$ cat config.mk
export PLATFORM = sky130hd
export DESIGN_NAME = flvic_ctrl
export DESIGN_NICKNAME = d
export VERILOG_FILES = /design/src/flvic_pkg.sv /design/src/flvic_ctrl.sv
export VERILOG_INCLUDE_DIRS = /design/src
export SDC_FILE = /design/constraint.sdc
export NUM_CORES = 1
export LEC_CHECK = 0
export ABC_CLOCK_PERIOD_IN_PS = 30800
export BUFFER_PORTS_ARGS = -buffer_cell sky130_fd_sc_hd__buf_4
export CAP_MARGIN = 5
export CORE_MARGIN = 2
export CORE_UTILIZATION = 56
export CTS_BUF_LIST = sky130_fd_sc_hd__clkbuf_4 sky130_fd_sc_hd__clkbuf_8 sky130_fd_sc_hd__clkbuf_16
export CTS_CLUSTER_SIZE = 25
export DETAILED_ROUTE_END_ITERATION = 10
export PLACE_DENSITY = 0.92
export RECOVER_POWER = 50
export REMOVE_ABC_BUFFERS = 1
export SLEW_MARGIN = 30
export SYNTH_ARGS = -nofsm -noshare
export SYNTH_HDL_FRONTEND = slang
export SYNTH_SLANG_ARGS = --single-unit
$ cat constraint.sdc
create_clock -name clk -period 30.8 [get_ports clk]
set_clock_uncertainty 0.1 [all_clocks]
set_input_delay 3.08 -clock clk [delete_from_list [all_inputs] [get_ports clk]]
set_output_delay 3.08 -clock clk [all_outputs]
set_load 0.005 [all_outputs]
$ cat src/flvic_consts.svh
// Purpose: Constants of the four-level vectored interrupt controller
// Assumes: Machine cycle of four clocks, flags indexed by arbitration rank
// Notes:   Source word is {wake, in_reg_b, bit position, vector}
// Overview of operation
// RQ1 - No call while equal-or-higher level is serviced
// RQ2 - Call only in instruction's final machine cycle
// RQ3 - Withhold call on enable/priority write or service exit
// RQ4 - Requests re-polled each cycle, never remembered
// RQ5 - Vectoring clears the timer overflow flag
// RQ6 - External flag cleared on vectoring only when edge triggered
// RQ7 - Uart and watchdog flags survive vectoring
// RQ8 - Call pushes program counter, loads source vector
// RQ9 - Fixed vector per source, eight-byte spacing
// RQ10 - Service exit marks current routine finished
// RQ11 - Plain subroutine exit leaves in-service state alone
// RQ12 - Level is high bit over low bit
// RQ13 - Preempt only by strictly higher level
// RQ14 - Highest programmed level wins among simultaneous requests
// RQ15 - Fixed ranking breaks ties within one level
// RQ16 - Priority bits share position with enable bit
// RQ17 - Only listed sources wake from power-down
// RQ18 - External pins sampled at phase three
// RQ19 - Timer flags polled in following machine cycle
// RQ20 - Inserted call lasts four machine cycles
// RQ21 - Single-source response within twelve machine cycles
// RQ22 - Enabled external interrupt wakes from power-down or idle
// RQ23 - Global enable gates every source
// RQ24 - Software can set and clear every flag; in level mode the code ignores writes to the external flags
// RQ25 - One in-service bit per level, exit clears highest
`ifndef FLVIC_CONSTS_SVH
`define FLVIC_CONSTS_SVH
`define FLVIC_NFLAG 14
`define FLVIC_NSRC 13
`define FLVIC_FLAG_EXT_A 0
`define FLVIC_FLAG_TIMER_A 3
`define FLVIC_FLAG_CONV 5
`define FLVIC_FLAG_EXT_B 6
`define FLVIC_FLAG_TIMER_B 9
`define FLVIC_FLAG_UART_RX 11
`define FLVIC_FLAG_UART_TX 13
`define FLVIC_GLOBAL_EN_BIT 7
`define FLVIC_CLK_PER_MC 4
`define FLVIC_CALL_MC 4
`define FLVIC_C3_PHASE 2
`define FLVIC_SRC_0 {1'h1, 1'h0, 3'h0, 16'h0003}
`define FLVIC_SRC_1 {1'h1, 1'h0, 3'h5, 16'h002B}
`define FLVIC_SRC_2 {1'h0, 1'h1, 3'h4, 16'h0053}
`define FLVIC_SRC_3 {1'h0, 1'h0, 3'h1, 16'h000B}
`define FLVIC_SRC_4 {1'h0, 1'h1, 3'h0, 16'h0033}
`define FLVIC_SRC_5 {1'h0, 1'h0, 3'h6, 16'h005B}
`define FLVIC_SRC_6 {1'h1, 1'h0, 3'h2, 16'h0013}
`define FLVIC_SRC_7 {1'h1, 1'h1, 3'h1, 16'h003B}
`define FLVIC_SRC_8 {1'h1, 1'h1, 3'h2, 16'h0063}
`define FLVIC_SRC_9 {1'h0, 1'h0, 3'h3, 16'h001B}
`define FLVIC_SRC_10 {1'h1, 1'h1, 3'h3, 16'h0043}
`define FLVIC_SRC_11 {1'h0, 1'h0, 3'h4, 16'h0023}
`define FLVIC_SRC_12 {1'h0, 1'h1, 3'h5, 16'h0073}
`endif

$ cat src/flvic_pkg.sv
// Purpose: Types of the four-level vectored interrupt controller
// Assumes: Constants live in flvic_consts.svh
// Notes:   Flag vectors are indexed by arbitration rank
package flvic_pkg;
    typedef enum logic [1:0] {FLVIC_IDLE = 2'h0, FLVIC_CALL = 2'h1} flvic_fsm_e;
    typedef struct packed {
        logic        wake;
        logic        in_b;
        logic [2:0]  pos;
        logic [15:0] vec;
    } flvic_src_s;
    typedef struct packed {
        logic [7:0] en_a;
        logic [7:0] en_b;
        logic [7:0] lo_a;
        logic [7:0] hi_a;
        logic [7:0] lo_b;
        logic [7:0] hi_b;
    } flvic_sfr_s;
    typedef struct packed {
        logic last_cycle;
        logic blocking_instr;
        logic service_exit;
        logic power_down;
        logic idle;
    } flvic_core_s;
    typedef struct packed {
        flvic_fsm_e  fsm;
        logic [3:0]  phase;
        logic [1:0]  sync_a;
        logic [1:0]  sync_b;
        logic        samp_a;
        logic        samp_b;
        logic [13:0] flags;
        logic [13:0] sample;
        logic [3:0]  in_service;
        logic [3:0]  call_cnt;
        logic [1:0]  call_level;
        logic [15:0] call_vector;
        logic        call_start;
        logic        call_active;
        logic        wake_up;
    } flvic_state_s;
endpackage : flvic_pkg

$ cat src/flvic_ctrl.sv
// Purpose: Four-level vectored interrupt controller for an 8-bit core
// Assumes: Core signals final machine cycle and enable/priority writes
// Notes:   Stack push on call_start and pop on exit are done by the core
`include "flvic_consts.svh"
module flvic_ctrl #(
    parameter int CLK_PER_MC = `FLVIC_CLK_PER_MC,
    parameter int CALL_MC    = `FLVIC_CALL_MC
) (
    input  wire logic                    clk,
    input  wire logic                    rst_n,
    input  wire logic                    ext_irq_pin_a,
    input  wire logic                    ext_irq_pin_b,
    input  wire logic                    ext_a_edge_mode,
    input  wire logic                    ext_b_edge_mode,
    input  wire logic                    converter_rc_clock,
    input  wire flvic_pkg::flvic_sfr_s   sfr,
    input  wire flvic_pkg::flvic_core_s  core,
    input  wire logic [13:0]             hw_event,
    input  wire logic [13:0]             sw_flag_wr,
    input  wire logic [13:0]             sw_flag_data,
    output logic [13:0]                  flags,
    output logic                         call_start,
    output logic                         call_active,
    output logic [15:0]                  call_vector,
    output logic [3:0]                   in_service,
    output logic                         wake_up
);
    localparam int NF = `FLVIC_NFLAG;
    localparam int NS = `FLVIC_NSRC;
    localparam int IA = `FLVIC_FLAG_EXT_A;
    localparam int IB = `FLVIC_FLAG_EXT_B;
    localparam int TA = `FLVIC_FLAG_TIMER_A;
    localparam int TB = `FLVIC_FLAG_TIMER_B;
    localparam int RX = `FLVIC_FLAG_UART_RX;
    localparam int TX = `FLVIC_FLAG_UART_TX;
    localparam int CALL_TOTAL = CLK_PER_MC * CALL_MC;
    localparam logic [3:0] PH_LAST = 4'(CLK_PER_MC - 1);
    localparam logic [3:0] PH_C3   = 4'(`FLVIC_C3_PHASE);
    localparam logic [3:0] CNT_END = 4'(CALL_MC - 1);
    localparam logic [NF-1:0] EXT_MASK = (NF'(1) << IA) | (NF'(1) << IB);

    // Phase and call counters are four bits wide
    generate
        if (CLK_PER_MC < 4 || CLK_PER_MC > 16 || CALL_MC < 1 || CALL_MC > 16) begin : g_bad
            $error("flvic_ctrl: CLK_PER_MC must be 4..16 and CALL_MC 1..16");
        end
    endgenerate

    flvic_pkg::flvic_state_s s_reg;
    flvic_pkg::flvic_state_s s_next;
    flvic_pkg::flvic_src_s   info;
    flvic_pkg::flvic_src_s   win_info;
    logic [NS-1:0]           req_src;
    logic [NS-1:0]           live_src;
    logic [NF-1:0]           flags_v;
    logic [3:0]              isr_v;
    logic [2:0]              top_w;
    logic [1:0]              lvl;
    logic [1:0]              win_lvl;
    logic                    win_found;
    logic                    en;
    logic                    global_en;
    logic                    wake_pd;
    logic                    wake_any;
    logic                    mc_end;
    logic                    c3;
    logic                    grant;

    function automatic flvic_pkg::flvic_src_s src_info(input logic [3:0] idx);
        flvic_pkg::flvic_src_s r;
        r = '0;
        case (idx)
            4'h0: r = `FLVIC_SRC_0;
            4'h1: r = `FLVIC_SRC_1;
            4'h2: r = `FLVIC_SRC_2;
            4'h3: r = `FLVIC_SRC_3;
            4'h4: r = `FLVIC_SRC_4;
            4'h5: r = `FLVIC_SRC_5;
            4'h6: r = `FLVIC_SRC_6;
            4'h7: r = `FLVIC_SRC_7;
            4'h8: r = `FLVIC_SRC_8;
            4'h9: r = `FLVIC_SRC_9;
            4'hA: r = `FLVIC_SRC_10;
            4'hB: r = `FLVIC_SRC_11;
            4'hC: r = `FLVIC_SRC_12;
            default: r = '0;
        endcase
        return r;
    endfunction : src_info

    // Returns {valid, level} of the highest in-service bit
    function automatic logic [2:0] top_of(input logic [3:0] isr);
        logic [2:0] t;
        t = 3'h0;
        for (int k = 0; k < 4; k++) begin
            if (isr[k]) begin
                t = {1'b1, 2'(k)};
            end
        end
        return t;
    endfunction : top_of

    assign mc_end    = (s_reg.phase == PH_LAST);
    assign c3        = (s_reg.phase == PH_C3);
    assign global_en = sfr.en_a[`FLVIC_GLOBAL_EN_BIT];
    assign top_w     = top_of(s_reg.in_service);

    // Both uart flags share one source
    always_comb begin
        req_src      = s_reg.sample[NS-1:0];
        req_src[RX]  = s_reg.sample[RX] | s_reg.sample[TX];
        live_src     = s_reg.flags[NS-1:0];
        live_src[RX] = s_reg.flags[RX] | s_reg.flags[TX];
    end

    // Descending scan so a lower rank wins a tie of equal level
    always_comb begin
        info      = '0;
        win_info  = '0;
        win_lvl   = 2'h0;
        win_found = 1'b0;
        en        = 1'b0;
        lvl       = 2'h0;
        wake_pd   = 1'b0;
        wake_any  = 1'b0;
        for (int i = NS - 1; i >= 0; i--) begin
            info = src_info(4'(i));
            en   = (info.in_b ? sfr.en_b[info.pos] : sfr.en_a[info.pos]) & global_en; // [RQ23]
            lvl  = info.in_b ? {sfr.hi_b[info.pos], sfr.lo_b[info.pos]}
                             : {sfr.hi_a[info.pos], sfr.lo_a[info.pos]}; // [RQ12] [RQ16]
            if (en && req_src[i] && (!win_found || lvl >= win_lvl)) begin // [RQ14] [RQ15]
                win_found = 1'b1;
                win_lvl   = lvl;
                win_info  = info;
            end
            if (en && live_src[i]) begin
                wake_any = 1'b1;
                if (info.wake || (i == `FLVIC_FLAG_CONV && converter_rc_clock)) begin // [RQ17]
                    wake_pd = 1'b1;
                end
            end
        end
    end

    // Poll once per machine cycle, at its last clock, on last cycle's sample
    assign grant = mc_end && (s_reg.fsm == flvic_pkg::FLVIC_IDLE) && win_found // [RQ4] [RQ21]
                   && core.last_cycle // [RQ2]
                   && !core.blocking_instr && !core.service_exit // [RQ3]
                   && (!top_w[2] || win_lvl > top_w[1:0]); // [RQ1] [RQ13]

    always_comb begin
        s_next            = s_reg;
        s_next.call_start = 1'b0;
        s_next.phase      = mc_end ? 4'h0 : 4'(s_reg.phase + 4'h1);
        s_next.sync_a     = {s_reg.sync_a[0], ext_irq_pin_a};
        s_next.sync_b     = {s_reg.sync_b[0], ext_irq_pin_b};
        if (mc_end) begin
            s_next.sample = s_reg.flags; // [RQ19]
        end
        flags_v = s_reg.flags;
        if (grant) begin
            if (win_info.vec == src_info(4'(TA)).vec) begin
                flags_v[TA] = 1'b0; // [RQ5]
            end
            if (win_info.vec == src_info(4'(TB)).vec) begin
                flags_v[TB] = 1'b0; // [RQ5]
            end
            if (win_info.vec == src_info(4'(IA)).vec && ext_a_edge_mode) begin
                flags_v[IA] = 1'b0; // [RQ6]
            end
            if (win_info.vec == src_info(4'(IB)).vec && ext_b_edge_mode) begin
                flags_v[IB] = 1'b0; // [RQ6]
            end
            // Other flags stay set for software to clear, except level-mode external flags, which follow the pin [RQ7]
        end
        // Software write after hardware clear, hardware set last so it wins
        flags_v = (flags_v & ~sw_flag_wr) | (sw_flag_data & sw_flag_wr); // [RQ24]
        flags_v = flags_v | (hw_event & ~EXT_MASK);
        if (c3) begin
            s_next.samp_a = s_reg.sync_a[1]; // [RQ18]
            s_next.samp_b = s_reg.sync_b[1]; // [RQ18]
            if (ext_a_edge_mode) begin
                flags_v[IA] = flags_v[IA] | (s_reg.samp_a & ~s_reg.sync_a[1]);
            end else begin
                flags_v[IA] = ~s_reg.sync_a[1]; // [RQ6]
            end
            if (ext_b_edge_mode) begin
                flags_v[IB] = flags_v[IB] | (s_reg.samp_b & ~s_reg.sync_b[1]);
            end else begin
                flags_v[IB] = ~s_reg.sync_b[1]; // [RQ6]
            end
        end else begin
            // Level mode flag only moves with the pin sample
            if (!ext_a_edge_mode) begin
                flags_v[IA] = s_reg.flags[IA];
            end
            if (!ext_b_edge_mode) begin
                flags_v[IB] = s_reg.flags[IB];
            end
        end
        s_next.flags = flags_v;
        // Plain subroutine exit is never signalled here [RQ11]
        isr_v = s_reg.in_service;
        if (core.service_exit && top_w[2]) begin
            isr_v[top_w[1:0]] = 1'b0; // [RQ10] [RQ25]
        end
        if (grant) begin
            isr_v[win_lvl] = 1'b1; // [RQ25]
        end
        s_next.in_service = isr_v;
        case (s_reg.fsm)
            flvic_pkg::FLVIC_IDLE: begin
                if (grant) begin
                    s_next.fsm         = flvic_pkg::FLVIC_CALL;
                    s_next.call_start  = 1'b1;
                    s_next.call_active = 1'b1;
                    s_next.call_cnt    = 4'h0;
                    s_next.call_vector = win_info.vec; // [RQ8] [RQ9]
                    s_next.call_level  = win_lvl;
                end
            end
            flvic_pkg::FLVIC_CALL: begin
                if (mc_end) begin
                    if (s_reg.call_cnt == CNT_END) begin
                        s_next.fsm         = flvic_pkg::FLVIC_IDLE; // [RQ20]
                        s_next.call_active = 1'b0;
                    end else begin
                        s_next.call_cnt = 4'(s_reg.call_cnt + 4'h1);
                    end
                end
            end
            default: begin
                s_next.fsm         = flvic_pkg::FLVIC_IDLE;
                s_next.call_active = 1'b0;
            end
        endcase
        s_next.wake_up = (core.power_down & wake_pd) | (core.idle & wake_any); // [RQ17] [RQ22]
    end

    always_ff @(posedge clk) begin
        if (!rst_n) begin
            s_reg <= '0;
        end else begin
            s_reg <= s_next;
        end
    end

    assign flags       = s_reg.flags;
    assign call_start  = s_reg.call_start;
    assign call_active = s_reg.call_active;
    assign call_vector = s_reg.call_vector;
    assign in_service  = s_reg.in_service;
    assign wake_up     = s_reg.wake_up;

    // Helper: clocks spent in the inserted call
    logic [8:0] act_cnt;
    always_ff @(posedge clk) begin
        if (!rst_n) begin
            act_cnt <= 9'h000;
        end else begin
            act_cnt <= s_reg.call_active ? 9'(act_cnt + 9'h001) : 9'h000;
        end
    end

    function automatic logic call_level_gt(input logic [1:0] old_lvl);
        return s_reg.call_level > old_lvl;
    endfunction : call_level_gt
endmodule : flvic_ctrl

==> metrics.yaml, run 1 <==
outcome: "finished with violations"
violations: "max-capacitance violations, max-slew violations"
fin_crit_sh_pct: 69.7
rsz0062_at_grt: "no"
fin_cells: 713
post_cts_buffers: 0
placed_cells: 705
grt_util_all_layers_pct: 26.8
crit_path_start_kind: "input port"
drive_gt1_share_pct: 27.5
clock_sinks: 55
ant_nets: 0
final.setup.tns_ns: 0
hold_violations: 0
grt_max_degree: 54
grt_pass1_wl_um: 18500
ys_ff_latch: 55
syn_inst: 526
crit_path_frequent_cell: "ha_1"
peakVddDrop_v: 0.0000356
fp.dieW_um: 91.1
synth_ff_type: "dfxtp_1"
syn_avg_cell_area_um2: 8.08
initial_core_util_pct: 58.3
avgViaCountPerCell: 5.98
drtIter0Drc: 307
diodes: 0
die_h_um: 91.1
num_io_pins: 139
clock.fmax_mhz: 46.6
setup_viol: 0
rows: 31
synth.cell_area_um2: 4250
cts_buffers: 5
antenna_found_initial: 0
critPathMaxFanout: 12
synth-edff-count: 0
synthTopCellsByArea: "dfxtp_1 (26%), ha_1 (7.1%), buf_4 (6.4%)"
insertion_delay_ns: 0.31
dieArea_um2: 8300
min_path_type: "reg2reg"
power_density_nw_per_um2: 29.8
syn_to_final_growth_pct: 19.2
arrival_ns: 21.55
root_buffer: "clkbuf_8"
fin_util_pct: 69.4
numPortBuffers: 118
relSlewSlack_pct: -36.7
overflow: 0
htreeDepth: 2
path_class: "in2reg"
first_global_vias: 4115
mostFrequentLayoutCells: "buf_4 (110), nand2_1 (67), dfxtp_1 (55), inv_1 (29), nand3_1 (25)"
p_leak_nw: 2.26
largest_reg_flops: 15
slew_violations: 54
async_reset_ff_share_pct: 0
firstDrtPassIters: 7
wl_per_cell_um: 15.8
cts_hold_buf: 0
synth_top_area_share_pct: 25.9
vias: 4262
core-area_um2: 7290
cpMaxStageDelayCell: "a21boi_1"
min_period_ns: 21.46
cap_violations: 1
final_common_cell: "buf_4"
crit_path_end_kind: "flop"
clk_pin_slew_worst_paths_ns: 0.10
layout.nets: 739
worstPathRequired_ns: 30.89
clock_path_buffers: 2
cts_tree: "done"
yosysUniqueCellTypes: 78
holdWs_ns: 0.351
tightest_slew_ns: 2.05
cts-resized-gates: 0
ys_seq_area_share_pct: 25.9
synth_top_cell_by_area: "dfxtp_1"
drc: 0
routed_wl_um: 11300
timing.critical_path.slowest_cell_delay_ns: 0.69
synth_warnings: 0
gp_congestion: 0.942
power_uw: 151
dp_hpwl_um: 9110
power breakdown:
part / internal, mW / switching [mW] / total, mW
combinational: 0.0180 / 0.0165 / 0.0345
clock: 0.0168 / 0.0228 / 0.0396
sequential: 0.0737 / 0.00281 / 0.0766
path summary, 6_finish.rpt:
path / end / slack, ns / from / cells past startpoint
worst min-delay path: s_reg[60]$_SDFF_PN0_ / 0.35 / s_next[60]$_SDFF_PN0_ / 1
worst max register to register: flags[9]$_SDFF_PN0_ / 11.90 / req_src[12]$_SDFFE_PN0P_ / 89
worst max-delay path: flags[9]$_SDFF_PN0_ / 9.34 / sfr[37] / 90
worst min register to register: s_reg[60]$_SDFF_PN0_ / 0.35 / s_next[60]$_SDFF_PN0_ / 1
through the flow:
stage                     setup slack, ns  instance area (um2)
after floorplan                     11.84                 3970
after global placement               9.93                 4980
after detailed placement             9.25                 4980
after CTS                            9.54                 5070
after global routing                 7.85                 5060
final                                9.34                 5060
worst max-delay path, delay by kind of cell:
kind / cells / cell delay, ns
muxes: 2 / 0.74
AOI/OAI and AO/OA: 40 / 8.75
buffers and inverters: 7 / 1.03
adders and majority gates: 13 / 3.48
and+or+nand+nor: 28 / 4.43
metal layers:
metal / GRT usage (%) / wire [um] / vias to the layer above
met1: 32.9 / 4620 / 1998
li1: - / - / 2035
met4: 9.60 / 289 / 0
met5: 0 / 0 / -
met3: 2.66 / 690 / 27
met2: 48.3 / 5680 / 202
cells in the mapped netlist (3+ instances only):
cell and number:
dfxtp_1 55, a21boi_0 20, nand3_1 25, mux2_2 12, a22oi_1 8, a31oi_1 3
and3_1 8, nand2_1 67, a21o_1 8, and2_1 9, nor2_1 21, inv_1 29
o21ai_0 20, o31ai_1 8, nand2b_1 13, a221oi_2 4, buf_4 36, o22a_1 3
clkbuf_1 10, mux2i_1 3, a211oi_1 4, nor3_1 5, a21oi_1 24, or2_2 5
nor2b_1 13, o21a_1 18, nand4_1 6, ha_1 24, nand3b_1 3
layout make-up:
cell class              instances  area [um2]
clock buffers                   6        76.3
clock inverters                 2        12.5
fillers                       580        2230
inverters                      29         109
multi-input cells             404        2760
flip-flops and latches         55        1100
well taps                      99         124
repair buffers                118         882
cells by family (layout without fill, tap and decap cells):
family / count (synthesis) / count (layout) / share of synthesized area (%)
AO/OA/AOI/OAI: 162 / 162 / 29.3
XOR/XNOR: 3 / 3 / 0.619
adder cells (fa/ha/maj): 25 / 25 / 7.33
buffers and inverters: 76 / 155 / 9.93
flip-flops: 55 / 55 / 25.9
multiplexers: 16 / 16 / 4.42
other: 1 / 10 / 0.0883
AND/OR/NAND/NOR: 188 / 188 / 22.4
No activity file was read; power rests on OpenSTA's default activity.
==> run 2: changes to the inputs <==
--- a/config.mk
+++ b/config.mk
@@ -6,15 +6,16 @@
 export SDC_FILE = /design/constraint.sdc
 export NUM_CORES = 1
 export LEC_CHECK = 0
-export ABC_CLOCK_PERIOD_IN_PS = 30800
+export ABC_AREA = 1
+export ABC_CLOCK_PERIOD_IN_PS = 22400
 export BUFFER_PORTS_ARGS = -buffer_cell sky130_fd_sc_hd__buf_4
 export CAP_MARGIN = 5
 export CORE_MARGIN = 2
-export CORE_UTILIZATION = 56
+export CORE_UTILIZATION = 51
 export CTS_BUF_LIST = sky130_fd_sc_hd__clkbuf_4 sky130_fd_sc_hd__clkbuf_8 sky130_fd_sc_hd__clkbuf_16
 export CTS_CLUSTER_SIZE = 25
 export DETAILED_ROUTE_END_ITERATION = 10
-export PLACE_DENSITY = 0.92
+export PLACE_DENSITY = 0.86
 export RECOVER_POWER = 50
 export REMOVE_ABC_BUFFERS = 1
 export SLEW_MARGIN = 30
==> constraint.sdc (replaced) <==
create_clock -name clk -period 22.4 [get_ports clk]
set_clock_uncertainty 0.1 [all_clocks]
set_input_delay 2.24 -clock clk [delete_from_list [all_inputs] [get_ports clk]]
set_output_delay 2.24 -clock clk [all_outputs]
set_load 0.005 [all_outputs]
==> run 2 against run 1 <==
  * The flow still finishes with violations (max-capacitance violations, max-slew violations)
  * Sequential share of layout area increased by 1.0 points
  * First-iteration DRC count fell by 36%
  * Combinational power is 70% higher
  * Count of clock-buffer cells in the layout shrank 1
  * Sequential power rose by 40%
  * Core utilization down 6.2 points
  * Design area shrank 4.5%
  * Cell count is 11% higher
  * Highest routed layer unchanged
==> metrics.yaml, run 2 <==
cap_violations: 1
ant_nets: 0
die_h_um: 92.4
r2r-start: "req_src[12]$_SDFFE_PN0P_"
synth_top_area_share_pct: 27.6
core-area_um2: 7650
async_reset_ff_share_pct: 0
synth_top_cell_by_area: "dfxtp_1"
yosysUniqueCellTypes: 42
drive_gt1_share_pct: 25.4
grt_max_degree: 40
overflow: 0
holdWs_ns: 0.320
crit_path_frequent_cell: "nand2_1"
placed_cells: 780
final.setup.tns_ns: 0
drc: 0
initial_core_util_pct: 52.1
power_uw: 224
largest_reg_flops: 15
clock.fmax_mhz: 65.2
r2r_slack_ns: 8.94
outcome: "finished with violations"
hold_violations: 0
clk_pin_slew_worst_paths_ns: 0.12
wl_per_cell_um: 12.4
ys_ff_latch: 55
routed_wl_um: 9780
antenna_found_initial: 0
power_density_nw_per_um2: 46.4
fp.dieW_um: 92.4
clock_path_buffers: 2
synth-edff-count: 0
yosysMostFrequentCell: "inv_1"
crit_path_start_kind: "input port"
clock_sinks: 55
post_cts_buffers: 0
diodes: 0
ys_seq_area_share_pct: 27.6
yosys-top-cells-count: "inv_1 (100), nand2_1 (93), o21ai_0 (57)"
htreeDepth: 2
drtIter0Drc: 195
dieArea_um2: 8530
synthTopCellsByArea: "dfxtp_1 (28%), inv_1 (9.4%), nand2_1 (8.8%)"
critPathMaxFanout: 25
avgViaCountPerCell: 5.11
p_leak_nw: 2.57
dp_hpwl_um: 7890
min_path_type: "reg2reg"
num_io_pins: 139
path_class: "in2reg"
worstPathRequired_ns: 22.56
gp_congestion: 0.895
cts_hold_buf: 0
hp-start: "s_next[62]$_SDFF_PN0_"
violations: "max-capacitance violations, max-slew violations"
arrival_ns: 15.51
tightest_slew_ns: 1.60
cts-resized-gates: 0
setup_viol: 0
final_common_cell: "buf_4"
synth_warnings: 0
syn_inst: 594
fin_crit_sh_pct: 68.5
firstDrtPassIters: 5
cts_tree: "done"
min_period_ns: 15.35
syn_avg_cell_area_um2: 6.71
peakVddDrop_v: 0.0000456
root_buffer: "clkbuf_8"
rsz0062_at_grt: "no"
timing.critical_path.slowest_cell_delay_ns: 0.32
insertion_delay_ns: 0.32
setup.worst_path.start: "sfr[47]"
synth.cell_area_um2: 3980
crit_path_end_kind: "flop"
cts_buffers: 5
first_global_vias: 3978
relSlewSlack_pct: -6.82
slew_violations: 40
numPortBuffers: 118
vias: 4025
layout.nets: 811
fin_cells: 788
grt_pass1_wl_um: 16600
syn_to_final_growth_pct: 21.4
mostFrequentLayoutCells: "buf_4 (111), inv_1 (100), nand2_1 (93), o21ai_0 (57), dfxtp_1 (55)"
synth_ff_type: "dfxtp_1"
cpMaxStageDelayCell: "or2_2"
fillCellCount: 701
grt_util_all_layers_pct: 23.3
rows: 32
## run 2: cell count changes after synthesis, moves of 9 or more
cell,before,now
a21oi_1,24,35
nor2b_1,13,0
nor2_1,21,35
nand2_1,67,93
mux2_2,12,0
nand3_2,1,10
inv_1,29,100
o21a_1,18,1
nand3_1,25,52
a21boi_0,20,0
nand2b_1,13,0
o21ai_0,20,57
nand2_2,1,22
## run 2: through the flow
| stage | worst slack, ns | utilization, % | instance area (um2) |
|---|---|---|---|
| floorplan | 8.72 | - | 3720 |
| global route | 5.48 | 63.3 | 4840 |
| finish | 7.05 | 63.3 | 4840 |
| CTS | 7.12 | 63.4 | 4840 |
| global placement | 7.40 | 62.1 | 4750 |
| detailed placement | 6.83 | 62.1 | 4750 |
## run 2: worst paths after layout
| kind | cells past startpoint | endpoint |
|---|---|---|
| max | 98 | s_reg[23]$_SDFFE_PN0P_ |
| min | 2 | s_reg[62]$_SDFF_PN0_ |
| max reg2reg | 97 | s_reg[23]$_SDFFE_PN0P_ |
| min reg2reg | 2 | s_reg[62]$_SDFF_PN0_ |
## run 2: layer usage
layer  part of all wire (%)  GRT usage [%]  vias to the layer above  wire length, um
met5                      0              0                        -                0
met4                    2.3           8.83                        0              221
met3                    6.4           3.66                       18              625
met2                     48           41.5                      142             4720
met1                     43           28.1                     1789             4210
li1                       -              -                     2076                -
## run 2: report_power, final
part	switching, mW	leakage, nW	internal, mW
sequential	0.00332	0.450	0.103
combinational	0.0318	2.07	0.0268
clock	0.0361	0.0467	0.0233
## run 2: area by class of cell
class | count | area, um2 | share of cell area (%)
Multi-Input combinational cell | 400 | 2240 | 46.2
Sequential cell | 55 | 1100 | 22.8
Timing Repair Buffer | 119 | 886 | 18.3
Inverter | 104 | 390 | 8.07
Tap cell | 102 | 128 | 2.64
Clock buffer | 5 | 68.8 | 1.42
Clock inverter | 3 | 27.5 | 0.569
## run 2: cells by family after synthesis
logic type	after synthesis	share of synthesized area, %
adder cells (fa/ha/maj)	24	7.54
other	1	0.0941
XOR/XNOR	1	0.220
AO/OA/AOI/OAI	118	16.0
AND/OR/NAND/NOR	247	31.4
flip-flops	55	27.6
buffers and inverters	148	17.1
## run 2: worst max-delay path, delay by kind of cell
| kind | cells | cell delay [ns] |
|---|---|---|
| and+or+nand+nor | 52 | 5.96 |
| adders and majority gates | 13 | 3.39 |
| AOI/OAI and AO/OA | 23 | 2.79 |
| buffers and inverters | 10 | 1.09 |
==> run 3: changes to the inputs <==
--- a/config.mk
+++ b/config.mk
@@ -7,7 +7,7 @@
 export NUM_CORES = 1
 export LEC_CHECK = 0
 export ABC_AREA = 1
-export ABC_CLOCK_PERIOD_IN_PS = 22400
+export ABC_CLOCK_PERIOD_IN_PS = 15000
 export BUFFER_PORTS_ARGS = -buffer_cell sky130_fd_sc_hd__buf_4
 export CAP_MARGIN = 5
 export CORE_MARGIN = 2
==> constraint.sdc (replaced) <==
create_clock -name clk -period 15 [get_ports clk]
set_clock_uncertainty 0.1 [all_clocks]
set_input_delay 1.5 -clock clk [delete_from_list [all_inputs] [get_ports clk]]
set_output_delay 1.5 -clock clk [all_outputs]
set_load 0.005 [all_outputs]
==> run 3 against run 2 <==
  * The run still ends with max-capacitance violations, max-slew violations left
  * Count of clock-buffer cells in the layout unchanged
  * Critical path type unchanged
  * Design area increased by 2.7%
  * Worst setup slack got worse by 6.1 ns
  * Via count increased by 3.1%
  * Clock power increased by 48%
  * Critical path depth increased by 4
  * Sequential cell count unchanged
  * Core utilization increased by 1.7 points
==> metrics.yaml, run 3 (synthesis results as in run 2) <==
drtIter0Drc: 178
clock_sinks: 55
cap_violations: 1
fin_crit_sh_pct: 93.3
path_class: "in2reg"
crit_path_frequent_cell: "nand2_1"
vias: 4148
root_buffer: "clkbuf_8"
timing.critical_path.slowest_cell_delay_ns: 0.31
power_uw: 337
min_period_ns: 14.00
routed_wl_um: 10200
holdWs_ns: 0.325
outcome: "finished with violations"
setup_viol: 0
mostFrequentLayoutCells: "buf_4 (123), inv_1 (99), nand2_1 (92), dfxtp_1 (55), o21ai_0 (53)"
ant_nets: 0
grt_util_all_layers_pct: 23.8
crit_path_end_kind: "flop"
insertion_delay_ns: 0.32
slew_violations: 40
crit_family: "simple AND/OR/NAND/NOR gates"
grt_max_degree: 40
clk_pin_slew_worst_paths_ns: 0.12
avgViaCountPerCell: 5.19
fin_cells: 800
p_leak_nw: 2.63
cts_tree: "done"
min_path_type: "reg2reg"
placed_cells: 781
fp.dieW_um: 92.4
drc: 0
grt_pass1_wl_um: 16900
ff2ff_path_depth: 101
drive_gt1_share_pct: 28.1
path_buf_inv: 11
firstDrtPassIters: 5
hp-start: "s_next[62]$_SDFF_PN0_"
rows: 32
core-area_um2: 7650
num_io_pins: 139
overflow: 0
worstPathRequired_ns: 15.12
die_h_um: 92.4
cpMaxStageDelayCell: "ha_1"
r2r-start: "req_src[12]$_SDFFE_PN0P_"
whs_endpoint: "s_reg[62]$_SDFF_PN0_"
power_density_nw_per_um2: 67.9
min_path_cells: 2
hold_violations: 0
antenna_found_initial: 0
peakVddDrop_v: 0.0000540
first_global_vias: 3975
clock.fmax_mhz: 71.4
relSlewSlack_pct: -8.14
clock_path_buffers: 2
dieArea_um2: 8530
violations: "max-capacitance violations, max-slew violations"
cts_buffers: 5
numPortBuffers: 118
fin_util_pct: 65.0
r2r_slack_ns: 1.90
largest_reg_flops: 15
layout.nets: 823
dp_hpwl_um: 7960
tightest_slew_ns: 1.62
critPathMaxFanout: 7
diodes: 0
wl_per_cell_um: 12.7
gp_congestion: 0.895
htreeDepth: 2
crit_path_start_kind: "input port"
reg2reg_to: "s_reg[24]$_SDFFE_PN0P_"
arrival_ns: 14.12
final_common_cell: "buf_4"
initial_core_util_pct: 52.1
syn_to_final_growth_pct: 24.7
-- run 3: cell types whose count changed in the layout (fill, tap and decap cells not counted), sizes merged --
cell	change
inv	-1
clkinv	+1
buf	+12
-- run 3: layer usage --
metal | vias to the layer above | global-route usage, % | share of wire (%)
li1 | 2093 | - | -
met1 | 1874 | 29.0 | 41
met2 | 161 | 42.0 | 51
met3 | 20 | 4.07 | 6.0
met4 | 0 | 8.58 | 1.9
met5 | - | 0 | 0
-- run 3: final cells by class --
type / instances / area (um2)
Timing Repair Buffer: 131 / 976
Clock inverter: 3 / 27.5
Multi-Input combinational cell: 400 / 2280
Tap cell: 102 / 128
Sequential cell: 55 / 1100
Fill cell: 682 / 2680
Clock buffer: 5 / 68.8
Inverter: 104 / 390
-- run 3: per-stage QoR --
| step | instance area (um2) | setup slack, ns | setup TNS (ns) |
|---|---|---|---|
| after global placement | 4760 | 0.964 | 0 |
| after detailed placement | 4760 | 0.359 | 0 |
| after global routing | 4970 | -0.151 | -0.338 |
| final | 4970 | 1.00 | 0 |
| after floorplan | 3720 | 2.06 | 0 |
| after CTS | 4850 | 0.667 | 0 |
-- run 3: worst max path at each step --
stage,start,to,slack (ns),depth (start not counted)
after detailed placement,sfr[37],s_reg[23]$_SDFFE_PN0P_,0.36,98
after CTS,sfr[37],s_reg[23]$_SDFFE_PN0P_,0.67,100
final,sfr[37],s_reg[24]$_SDFFE_PN0P_,1.00,102
after floorplan,sfr[37],s_reg[24]$_SDFFE_PN0P_,2.06,98
after global routing,sfr[37],s_reg[24]$_SDFFE_PN0P_,-0.15,103
after global placement,sfr[37],s_reg[24]$_SDFFE_PN0P_,0.96,99
-- run 3: what timing repair did --
action	4_1_cts	5_1_grt
hold buffers	0	0
gates resized for setup	0	16
buffers inserted	0	11
setup endpoints to repair	0	20
-- run 3: tightest hold or removal path: stages (launching register included) --
cell and delay (ns):
dfxtp_1 0.31, nand2_1 0.05, inv_1 0.03
-- run 3: power breakdown --
part           total (mW)  internal, mW  switching, mW
combinational      0.0904        0.0414         0.0490
clock              0.0877        0.0344         0.0533
sequential          0.159         0.154        0.00502
total               0.337         0.230          0.107
